==> src/rtl/pwm_gen_pkg.sv <==
// constants and types shared by the dual channel pulse width generator
// Notes on behaviour
// - fixed period, high time from current width
// - started channel runs until stopped, run mode is left or the generator is lost
// - width scale: 100, 1000, 10000 or 27648
// - zero holds low, full scale holds high
// - generator is width mode or train mode
// - channel one pin0, channel two pin2
// - output source selects onboard or add-on bank
// - cycle counted in milliseconds or microseconds
// - cycle time is static, not runtime changeable
// - width comes from writable dedicated word
// - stop to run reloads initial width
// - enabled call: 1 starts, 0 stops channel
// - busy always reads false
// - bad identifier gives 80A1, clears enable-out
// - generator pins ignore force requests
// - user writes never reach generator pins
package pwm_gen_pkg;

   // ------------------------------------------------------------
   // geometry
   // ------------------------------------------------------------
   localparam int CHANNELS      = 2;
   localparam int BANK_PINS     = 4;
   localparam int WORD_W        = 16;
   localparam int CH_ONE_PIN    = 0;
   localparam int CH_TWO_PIN    = 2;

   // ------------------------------------------------------------
   // timing
   // ------------------------------------------------------------
   localparam int CLK_PERIOD_NS = 20;
   localparam int US_NS         = 1000;
   localparam int MS_NS         = 1000000;
   localparam int US_CYCLES     = US_NS / CLK_PERIOD_NS;
   localparam int MS_CYCLES     = MS_NS / CLK_PERIOD_NS;

   // ------------------------------------------------------------
   // width formats and full scales
   // ------------------------------------------------------------
   typedef enum logic [1:0] {
      FMT_HUNDREDTHS,
      FMT_THOUSANDTHS,
      FMT_TEN_THOUSANDTHS,
      FMT_ANALOG
   } width_format_type;

   localparam logic [15:0] FULL_HUNDREDTHS     = 16'h0064;
   localparam logic [15:0] FULL_THOUSANDTHS    = 16'h03E8;
   localparam logic [15:0] FULL_TEN_THOUSANDTHS = 16'h2710;
   localparam logic [15:0] FULL_ANALOG         = 16'h6C00;

   // ------------------------------------------------------------
   // control call
   // ------------------------------------------------------------
   localparam logic [15:0] STATUS_OK           = 16'h0000;
   localparam logic [15:0] STATUS_BAD_ID       = 16'h80A1;
   localparam logic [15:0] STATUS_RESET        = 16'h0000;
   localparam logic [15:0] WIDTH_RESET         = 16'h0000;
   // identifiers are arbitrary values
   localparam logic [15:0] CH_ONE_ID           = 16'h0001;
   localparam logic [15:0] CH_TWO_ID           = 16'h0002;

   typedef enum logic {
      CH_STOPPED,
      CH_RUNNING
   } channel_state_type;

endpackage : pwm_gen_pkg

==> src/rtl/dual_channel_pwm_generator.sv <==
// dual channel pulse width generator with start/stop control and pin ownership
`timescale 1ns/10ps
module dual_channel_pwm_generator
   import pwm_gen_pkg::*;
#(
   parameter int MS_TICK_CYCLES = MS_CYCLES                 // cycles per millisecond tick
)
(
   input  wire logic                        clk_sys_i,        // system clock, 50 MHz
   input  wire logic                        rst_i,            // async reset, active high
   input  wire logic                        run_mode_i,       // controller in run mode
   input  wire logic [CHANNELS-1:0]         gen_enable_i,     // generator enabled by config
   input  wire logic [CHANNELS-1:0]         pulse_train_mode_i, // generator given to train mode
   input  wire logic [CHANNELS-1:0]         output_source_i,  // 0 onboard, 1 add-on bank
   input  wire logic [CHANNELS-1:0]         time_base_us_i,   // 1 microseconds, 0 milliseconds
   input  wire logic [CHANNELS-1:0][1:0]    width_format_i,   // width full-scale format
   input  wire logic [CHANNELS-1:0][15:0]   cycle_time_i,     // static cycle time in ticks
   input  wire logic [CHANNELS-1:0][15:0]   init_width_i,     // width loaded on stop to run
   input  wire logic                        width_wr_i,       // write strobe for width word
   input  wire logic                        width_wr_sel_i,   // 0 channel one, 1 channel two
   input  wire logic [15:0]                 width_wr_data_i,  // new width value
   input  wire logic                        ctrl_exec_i,      // control call executes, pulse
   input  wire logic                        ctrl_en_i,        // enable-in of the call
   input  wire logic [15:0]                 ctrl_channel_i,   // channel identifier
   input  wire logic                        ctrl_enable_i,    // 1 start, 0 stop
   input  wire logic [BANK_PINS-1:0]        user_onboard_i,   // user program onboard values
   input  wire logic [BANK_PINS-1:0]        user_addon_i,     // user program add-on values
   input  wire logic [BANK_PINS-1:0]        force_onboard_en_i, // force request onboard
   input  wire logic [BANK_PINS-1:0]        force_onboard_val_i, // forced onboard value
   input  wire logic [BANK_PINS-1:0]        force_addon_en_i, // force request add-on
   input  wire logic [BANK_PINS-1:0]        force_addon_val_i, // forced add-on value
   output logic [15:0]                      channel_one_width_word_o, // width word, channel one
   output logic [15:0]                      channel_two_width_word_o, // width word, channel two
   output logic [CHANNELS-1:0]              running_o,        // channel running
   output logic                             busy_o,           // call busy, always low
   output logic [15:0]                      status_o,         // condition code of last call
   output logic                             enable_out_flag_o, // enable-out of last call
   output logic [BANK_PINS-1:0]             onboard_o,        // onboard physical pins
   output logic [BANK_PINS-1:0]             addon_o           // add-on physical pins
);

   // ------------------------------------------------------------
   // shared control decode
   // ------------------------------------------------------------
   logic                    run_mode_q;
   logic                    stop_to_run;
   logic [CHANNELS-1:0]     width_mode;
   logic [CHANNELS-1:0]     id_hit;
   logic [CHANNELS-1:0]     start_req;
   logic [CHANNELS-1:0]     stop_req;
   logic [CHANNELS-1:0]     pwm_raw;
   logic [CHANNELS-1:0][15:0] width_q;
   logic                    id_valid;
   logic [15:0]             status_q;
   logic                    eno_q;
   logic [BANK_PINS-1:0]    onboard_q;
   logic [BANK_PINS-1:0]    addon_q;

   // pin ownership per bank and the value each owned pin would show
   logic [BANK_PINS-1:0]    own_onboard;
   logic [BANK_PINS-1:0]    own_addon;
   logic [BANK_PINS-1:0]    drive_onboard;
   logic [BANK_PINS-1:0]    drive_addon;

   assign stop_to_run = run_mode_i & ~run_mode_q;
   assign width_mode  = gen_enable_i & ~pulse_train_mode_i;
   // a train-mode or disabled generator answers like an unknown identifier
   assign id_hit[0]   = (ctrl_channel_i == CH_ONE_ID) & width_mode[0];
   assign id_hit[1]   = (ctrl_channel_i == CH_TWO_ID) & width_mode[1];
   assign id_valid    = |id_hit;
   assign start_req   = {CHANNELS{ctrl_exec_i & ctrl_en_i & ctrl_enable_i}} & id_hit;
   assign stop_req    = {CHANNELS{ctrl_exec_i & ctrl_en_i & ~ctrl_enable_i}} & id_hit;

   // run mode is remembered one cycle to see the stop to run edge
   always_ff @(posedge clk_sys_i or posedge rst_i)
   begin
      if (rst_i)
      begin
         run_mode_q <= 1'b0;
      end
      else
      begin
         run_mode_q <= run_mode_i;
      end
   end

   // ------------------------------------------------------------
   // width words
   // ------------------------------------------------------------
   // the reload wins over a user write in the same cycle, so run always starts from
   // the configured width
   always_ff @(posedge clk_sys_i or posedge rst_i)
   begin
      if (rst_i)
      begin
         width_q <= {CHANNELS{WIDTH_RESET}};
      end
      else if (stop_to_run)
      begin
         width_q <= init_width_i;
      end
      else if (width_wr_i)
      begin
         width_q[width_wr_sel_i] <= width_wr_data_i;
      end
   end

   assign channel_one_width_word_o = width_q[0];
   assign channel_two_width_word_o = width_q[1];

   // ------------------------------------------------------------
   // control call answer
   // ------------------------------------------------------------
   // the request completes in the call cycle, so there is never a busy phase
   always_ff @(posedge clk_sys_i or posedge rst_i)
   begin
      if (rst_i)
      begin
         status_q <= STATUS_RESET;
         eno_q    <= 1'b0;
      end
      else if (ctrl_exec_i)
      begin
         if (!ctrl_en_i)
         begin
            status_q <= STATUS_OK;
            eno_q    <= 1'b0;
         end
         else if (id_valid)
         begin
            status_q <= STATUS_OK;
            eno_q    <= 1'b1;
         end
         else
         begin
            status_q <= STATUS_BAD_ID;
            eno_q    <= 1'b0;
         end
      end
   end

   assign status_o          = status_q;
   assign enable_out_flag_o = eno_q;
   assign busy_o            = 1'b0;

   // ------------------------------------------------------------
   // channels
   // ------------------------------------------------------------
   for (genvar ch = 0; ch < CHANNELS; ch++)
   begin : g_ch
      channel_state_type state_q;

      // period position in ticks and the prescaler that makes each tick
      logic [15:0]       prescale_q;
      logic [15:0]       pos_q;
      logic [15:0]       high_q;

      // high time of the next period, from the current width word
      logic [15:0]       high_calc;
      logic [15:0]       full;
      logic [15:0]       wclamp;
      logic [31:0]       prod;

      // tick generation
      logic [15:0]       tick_last;
      logic              tick;

      always_comb
      begin
         case (width_format_type'(width_format_i[ch]))
            FMT_HUNDREDTHS:      full = FULL_HUNDREDTHS;
            FMT_THOUSANDTHS:     full = FULL_THOUSANDTHS;
            FMT_TEN_THOUSANDTHS: full = FULL_TEN_THOUSANDTHS;
            FMT_ANALOG:          full = FULL_ANALOG;
            default:             full = FULL_HUNDREDTHS;
         endcase
      end

      // clamping keeps the high time within the period
      assign wclamp    = (width_q[ch] > full) ? full : width_q[ch];
      assign prod      = 32'(cycle_time_i[ch]) * 32'(wclamp);
      // dividing by one of four constants keeps the divider small
      always_comb
      begin
         case (width_format_type'(width_format_i[ch]))
            FMT_HUNDREDTHS:      high_calc = 16'(prod / 32'(FULL_HUNDREDTHS));
            FMT_THOUSANDTHS:     high_calc = 16'(prod / 32'(FULL_THOUSANDTHS));
            FMT_TEN_THOUSANDTHS: high_calc = 16'(prod / 32'(FULL_TEN_THOUSANDTHS));
            FMT_ANALOG:          high_calc = 16'(prod / 32'(FULL_ANALOG));
            default:             high_calc = 16'(prod / 32'(FULL_HUNDREDTHS));
         endcase
      end

      // the microsecond tick is fixed; only the millisecond tick may be shortened
      assign tick_last = time_base_us_i[ch] ? 16'(US_CYCLES - 1)
                                            : 16'(MS_TICK_CYCLES - 1);
      assign tick      = (prescale_q == tick_last);

      always_ff @(posedge clk_sys_i or posedge rst_i)
      begin
         if (rst_i)
         begin
            state_q <= CH_STOPPED;
         end
         else
         begin
            case (state_q)
               CH_STOPPED:
               begin
                  // a start outside run mode is dropped, not held for later
                  if (start_req[ch] && run_mode_i)
                  begin
                     state_q <= CH_RUNNING;
                  end
               end
               CH_RUNNING:
               begin
                  // only a stop call, leaving run mode or losing the generator ends it
                  if (stop_req[ch] || !run_mode_i || !width_mode[ch])
                  begin
                     state_q <= CH_STOPPED;
                  end
               end
               default:
               begin
                  state_q <= CH_STOPPED;
               end
            endcase
         end
      end

      // period counter; cycle time is read only from static config
      // high time is latched at each period start so a width change never cuts a pulse
      always_ff @(posedge clk_sys_i or posedge rst_i)
      begin
         if (rst_i)
         begin
            prescale_q <= 16'h0000;
            pos_q      <= 16'h0000;
            high_q     <= 16'h0000;
         end
         else if (state_q != CH_RUNNING)
         begin
            prescale_q <= 16'h0000;
            pos_q      <= 16'h0000;
            high_q     <= high_calc;
         end
         else if (tick)
         begin
            prescale_q <= 16'h0000;
            if (pos_q + 16'h0001 >= cycle_time_i[ch])
            begin
               pos_q  <= 16'h0000;
               high_q <= high_calc;
            end
            else
            begin
               pos_q <= pos_q + 16'h0001;
            end
         end
         else
         begin
            prescale_q <= prescale_q + 16'h0001;
         end
      end

      // zero width never matches, full width always matches: no edges either way
      assign pwm_raw[ch]   = (state_q == CH_RUNNING) && (pos_q < high_q);
      assign running_o[ch] = (state_q == CH_RUNNING);
   end

   // ------------------------------------------------------------
   // pin ownership and output bank
   // ------------------------------------------------------------
   // both banks see the raw signal; ownership decides which one shows it
   always_comb
   begin
      own_onboard   = '0;
      own_addon     = '0;
      drive_onboard = '0;
      drive_addon   = '0;
      own_onboard[CH_ONE_PIN]   = width_mode[0] & ~output_source_i[0];
      own_addon[CH_ONE_PIN]     = width_mode[0] &  output_source_i[0];
      own_onboard[CH_TWO_PIN]   = width_mode[1] & ~output_source_i[1];
      own_addon[CH_TWO_PIN]     = width_mode[1] &  output_source_i[1];
      drive_onboard[CH_ONE_PIN] = pwm_raw[0];
      drive_addon[CH_ONE_PIN]   = pwm_raw[0];
      drive_onboard[CH_TWO_PIN] = pwm_raw[1];
      drive_addon[CH_TWO_PIN]   = pwm_raw[1];
   end

   // owned pins take the generator, free neighbours keep user and force paths
   always_ff @(posedge clk_sys_i or posedge rst_i)
   begin
      if (rst_i)
      begin
         onboard_q <= '0;
      end
      else
      begin
         for (int p = 0; p < BANK_PINS; p++)
         begin
            if (own_onboard[p])
            begin
               onboard_q[p] <= drive_onboard[p];
            end
            else
            begin
               onboard_q[p] <= force_onboard_en_i[p] ? force_onboard_val_i[p]
                                                     : user_onboard_i[p];
            end
         end
      end
   end

   // the add-on bank has its own user and force paths
   always_ff @(posedge clk_sys_i or posedge rst_i)
   begin
      if (rst_i)
      begin
         addon_q <= '0;
      end
      else
      begin
         for (int p = 0; p < BANK_PINS; p++)
         begin
            if (own_addon[p])
            begin
               addon_q[p] <= drive_addon[p];
            end
            else
            begin
               addon_q[p] <= force_addon_en_i[p] ? force_addon_val_i[p] : user_addon_i[p];
            end
         end
      end
   end

   assign onboard_o = onboard_q;
   assign addon_o   = addon_q;

endmodule : dual_channel_pwm_generator

==> config.mk <==
export PLATFORM = sky130hd
export DESIGN_NAME = dual_channel_pwm_generator
export DESIGN_NICKNAME = d
export VERILOG_FILES = /design/src/rtl/pwm_gen_pkg.sv /design/src/rtl/dual_channel_pwm_generator.sv
export SDC_FILE = /design/constraint.sdc
export NUM_CORES = 2
export LEC_CHECK = 0
export BUFFER_PORTS_ARGS = -buffer_cell sky130_fd_sc_hd__buf_2
export CORE_ASPECT_RATIO = 1.5
export CORE_UTILIZATION = 60
export DETAILED_ROUTE_END_ITERATION = 8
export GPL_TIMING_DRIVEN = 0
export PLACE_DENSITY = 0.77
export SLEW_MARGIN = 20
export SYNTH_ARGS = -nofsm -noshare
export SYNTH_HDL_FRONTEND = slang
export SYNTH_SLANG_ARGS = --single-unit
==> constraint.sdc <==
create_clock -name clk_sys_i -period 131.2 [get_ports clk_sys_i]
set_clock_uncertainty 0.2 [all_clocks]
set_input_delay 0 -clock clk_sys_i [delete_from_list [all_inputs] [get_ports clk_sys_i]]
set_output_delay 0 -clock clk_sys_i [all_outputs]
set_load 0.01 [all_outputs]
==> results <==
- For this run, the share of the core covered by cells in the final layout is 65.08%.
- The TritonCTS clock tree is done.
- 200 I/O pins were placed.
- The worst pin sits at a relative slew slack of 27.52%.
- The total of flip-flops plus latches after synthesis is 141.
- The fraction of final layout cells with drive strength greater than 1 is 9.446%.
- The vertical die dimension is 401.3 µm.
- The residual DRC count is 0.
- At the placement stage, the worst setup path has a slack of 21.05 ns.
- At the worst endpoint, the arrival time is 111.60 ns.
- The number of global-route vias before repair is 65.80k.
- The overall die width is 268.2 µm.
- After the last flow step, the layout net total stands at 10.16k.
- Clock-pin slew was measured on the worst setup and hold paths at 0.07 ns.
- Counting every instance in the synthesized netlist gives 8375.
- The first global-routing pass estimated 317400 µm of wire.
- In this design, the stage delay of the slowest critical-path cell is 0.79 ns.
- TritonCTS created 17 clock buffers.
- For this run, the register share of the synthesized area comes to 5.532%.
- Hold timing on the final database bottoms out at a slack of 0.07336 ns.
- The tool flagged a number of max-cap violations equal to 0.
- The largest net degree at the start of global routing is 85.
- The via density per instance is 6.343.
- Together, buffers and inverters on the worst path number 51.
- The number of distinct library cell variants in the gate-level netlist after synthesis is 180.
- For the worst-skew pair, the clock arrives at the later sink with an insertion delay of 0.49 ns.
- The dominant cell type by count on the critical path is sky130_fd_sc_hd__o21a_1.
- The fmax is 8.974 MHz.
- Setup violations remaining at the end of the flow were counted as 0.
- The layout overhead on the synthesized area is 7.536%.
- The actual slew at the worst max-slew pin is 1.057 ns.
- In this run the deepest clock path goes through 2 buffers.
- The total track usage is 35.94%.
- The placeable core region is 0.1054 mm².
- The first TritonRoute pass finished after 6 iterations.
- After synthesis, the cell types taking the most area are sky130_fd_sc_hd__ha_1, sky130_fd_sc_hd__fa_1, sky130_fd_sc_hd__dfrtp_1.
- The final worst slack is 19.76 ns.
- The effective utilization at floorplan is 60.51%.
- Averaged over all synthesized cells, the footprint is 7.616 µm².
- The worst path required time is 131.36 ns.
- Counting flops with a built-in enable in the synthesized netlist gives 0.
- In this run the core area contains 146 standard-cell rows.
- The post-synthesis instance area is 0.06378 mm².
- The count of final max-slew check failures is 0.
- The share of the cycle needed by the critical path after routing is 84.94%.
- In this run the tool buffered the top-level ports with 186 buffer cells.
- The worst min-delay path class is primary input to register.
- The global-route congestion overflow total is 0.
- The async set-or-reset flop fraction in the synthesized netlist is 100.0%.
- In this run the worst path has a maximum fanout of 50.
- The clock drives 141 sinks.
- Summed over all instances, the cell type with the most area after synthesis is sky130_fd_sc_hd__ha_1.
- The critical path in this run is classified as primary input to register.
- Summing over every cut layer, the via total after detailed routing is 64.39k.
- Among all flip-flop cells after synthesis, the most frequent one is sky130_fd_sc_hd__dfrtp_1.
- After detailed routing, the total wire length is 194200 µm.
- The number of gates resized after CTS is 0.
- The clock root buffer is sky130_fd_sc_hd__clkbuf_16.
- Setup repair after global routing left no endpoint under its margin.
- The cell with the biggest individual delay on the critical path is sky130_fd_sc_hd__nor4_2.
- STA classifies the critical path endpoint as a register.
- The final sum of negative setup slack is 0 ns.
- The area of the die is 0.1076 mm².
- The flow ran to the end, and the final reports show no timing, DRC or antenna violations.
- The wire length per cell is 19.13 µm.
- In this run, the number of DRC markers left after iteration 0 of detailed routing was 3709.
- The number of antenna violations at the first check in global routing is 8.
- In this run the remaining antenna-violating nets after routing total 0.
- The top cell family by delay on the critical path is compound AO/OA/AOI/OAI gates.
- The count of yosys warnings during synthesis is 0.
- The H-tree was split into 4 levels.
- Once detailed placement completed, the half-perimeter wirelength came to 160200 µm.
- The congestion estimate from routability-driven global placement came to 1.020.
- The fraction of post-synthesis cell area in the top cell type by area is 17.58%.
- Post-CTS timing repair inserted 0 buffers for setup.
- For this design, the CTS-stage hold fixing added 96 buffers.
- Counting the fill cells in the layout gives 9304.
- The minimum clock period is 111.44 ns.
- The hold violation total from the final report came to 0.
- The element type at the critical path start is a primary input.
==> cells in the mapped netlist, drive strengths merged (125+ instances only) <==
master  instances
nand2         944
o31ai         225
xor2          125
fa            388
o21ai         409
o21a          412
xnor2         181
dfrtp         141
nor2          625
ha            896
mux2i         130
inv           711
and2          227
nand3         160
a21oi         401
clkbuf        197
nor3          498
==> path summary, 6_finish.rpt <==
| path | endpoint | from | slack, ns | depth (start not counted) |
|---|---|---|---|---|
| worst max-delay path | g_ch[1].high_q[0]$_DFFE_PP0P_ | width_format_i[3] | 19.76 | 484 |
| worst min-delay path | run_mode_q$_DFF_PP0_ | run_mode_i | 0.07 | 2 |
| worst max register to register | g_ch[1].high_q[0]$_DFFE_PP0P_ | channel_two_width_word_o[14]$_DFFE_PP0P_ | 19.83 | 480 |
| worst min register to register | g_ch[0].prescale_q[0]$_DFF_PP0_ | g_ch[0].prescale_q[0]$_DFF_PP0_ | 0.30 | 1 |
| max in group asynchronous | g_ch[1].prescale_q[14]$_DFF_PP0_ | rst_i | 129.40 | 5 |
| min in group asynchronous | channel_one_width_word_o[4]$_DFFE_PP0P_ | rst_i | 0.57 | 4 |
==> kinds of logic after synthesis <==
| group | after synthesis | synth area share, % |
|---|---|---|
| buffers and inverters | 994 | 6.601 |
| adders and majority gates | 1286 | 29.78 |
| AOI/OAI and AO/OA | 2145 | 23.73 |
| muxes | 254 | 4.363 |
| DFF | 141 | 5.532 |
| xor gates and xnor gates | 306 | 4.214 |
| other | 2 | 0.01177 |
| and+or+nand+nor | 3247 | 25.77 |
==> per-layer routing <==
layer	vias up	GRT usage (%)	share of wire, %
li1	30830	-	-
met1	30650	35.29	35
met2	2035	66.88	52
met4	12	28.49	8.8
met3	871	4.483	4.3
met5	-	0	0.039
==> worst register-to-register path, delay by kind of cell (launching register included) <==
family,cells,cell delay [ns]
multiplexers,8,2.97
adder cells (fa/ha/maj),37,13.24
AND/OR/NAND/NOR,111,21.92
buffers and inverters,48,14.53
flip-flops,1,0.44
AO/OA/AOI/OAI,276,57.97
==> per-stage QoR <==
step | instances | instance area [µm²]
2_1_floorplan | 8418 | 63950
3_3_place_gp | 10010 | 66640
3_5_place_dp | 10020 | 66980
4_1_cts | 10150 | 68580
5_1_grt | 10150 | 68590
6_report | 10150 | 68590
==> final cells by class <==
cell class / instances / area, µm² / area share, %
timing repair buffer: 294 / 2168 / 3.161
antenna: 2 / 5.005 / 0.007296
multi-input combinational: 7283 / 56240 / 82.00
inverter: 712 / 2695 / 3.929
clock inverter: 15 / 221.5 / 0.3229
sequential: 141 / 3528 / 5.144
buffer: 282 / 1545 / 2.253
clock buffer: 17 / 425.4 / 0.6202
tap: 1406 / 1759 / 2.565
==> state kept, by name (all words and copies together), names as in the netlist <==
signal and cells:
channel_one_width_word_o 16, g_ch.high_q 32, status_o 1, onboard_o 4, enable_out_flag_o 1, run_mode_q 1
channel_two_width_word_o 16, g_ch.prescale_q 32, addon_o 4, g_ch.pos_q 32, g_ch.state_q 2
==> layout by cell type, fill, tap and decap left out, drive strengths merged, types with 181 or more instances in the layout <==
| master | instances |
|---|---|
| nor2 | 625 |
| o31ai | 225 |
| xnor2 | 181 |
| inv | 718 |
| nand2 | 944 |
| o21a | 412 |
| ha | 896 |
| nor3 | 498 |
| fa | 388 |
| and2 | 227 |
| a21oi | 401 |
| clkbuf | 214 |
| buf | 283 |
| o21ai | 409 |
Power is not shown: default switching activity piles up to over one toggle a cycle in this logic, so the estimate is an artifact.
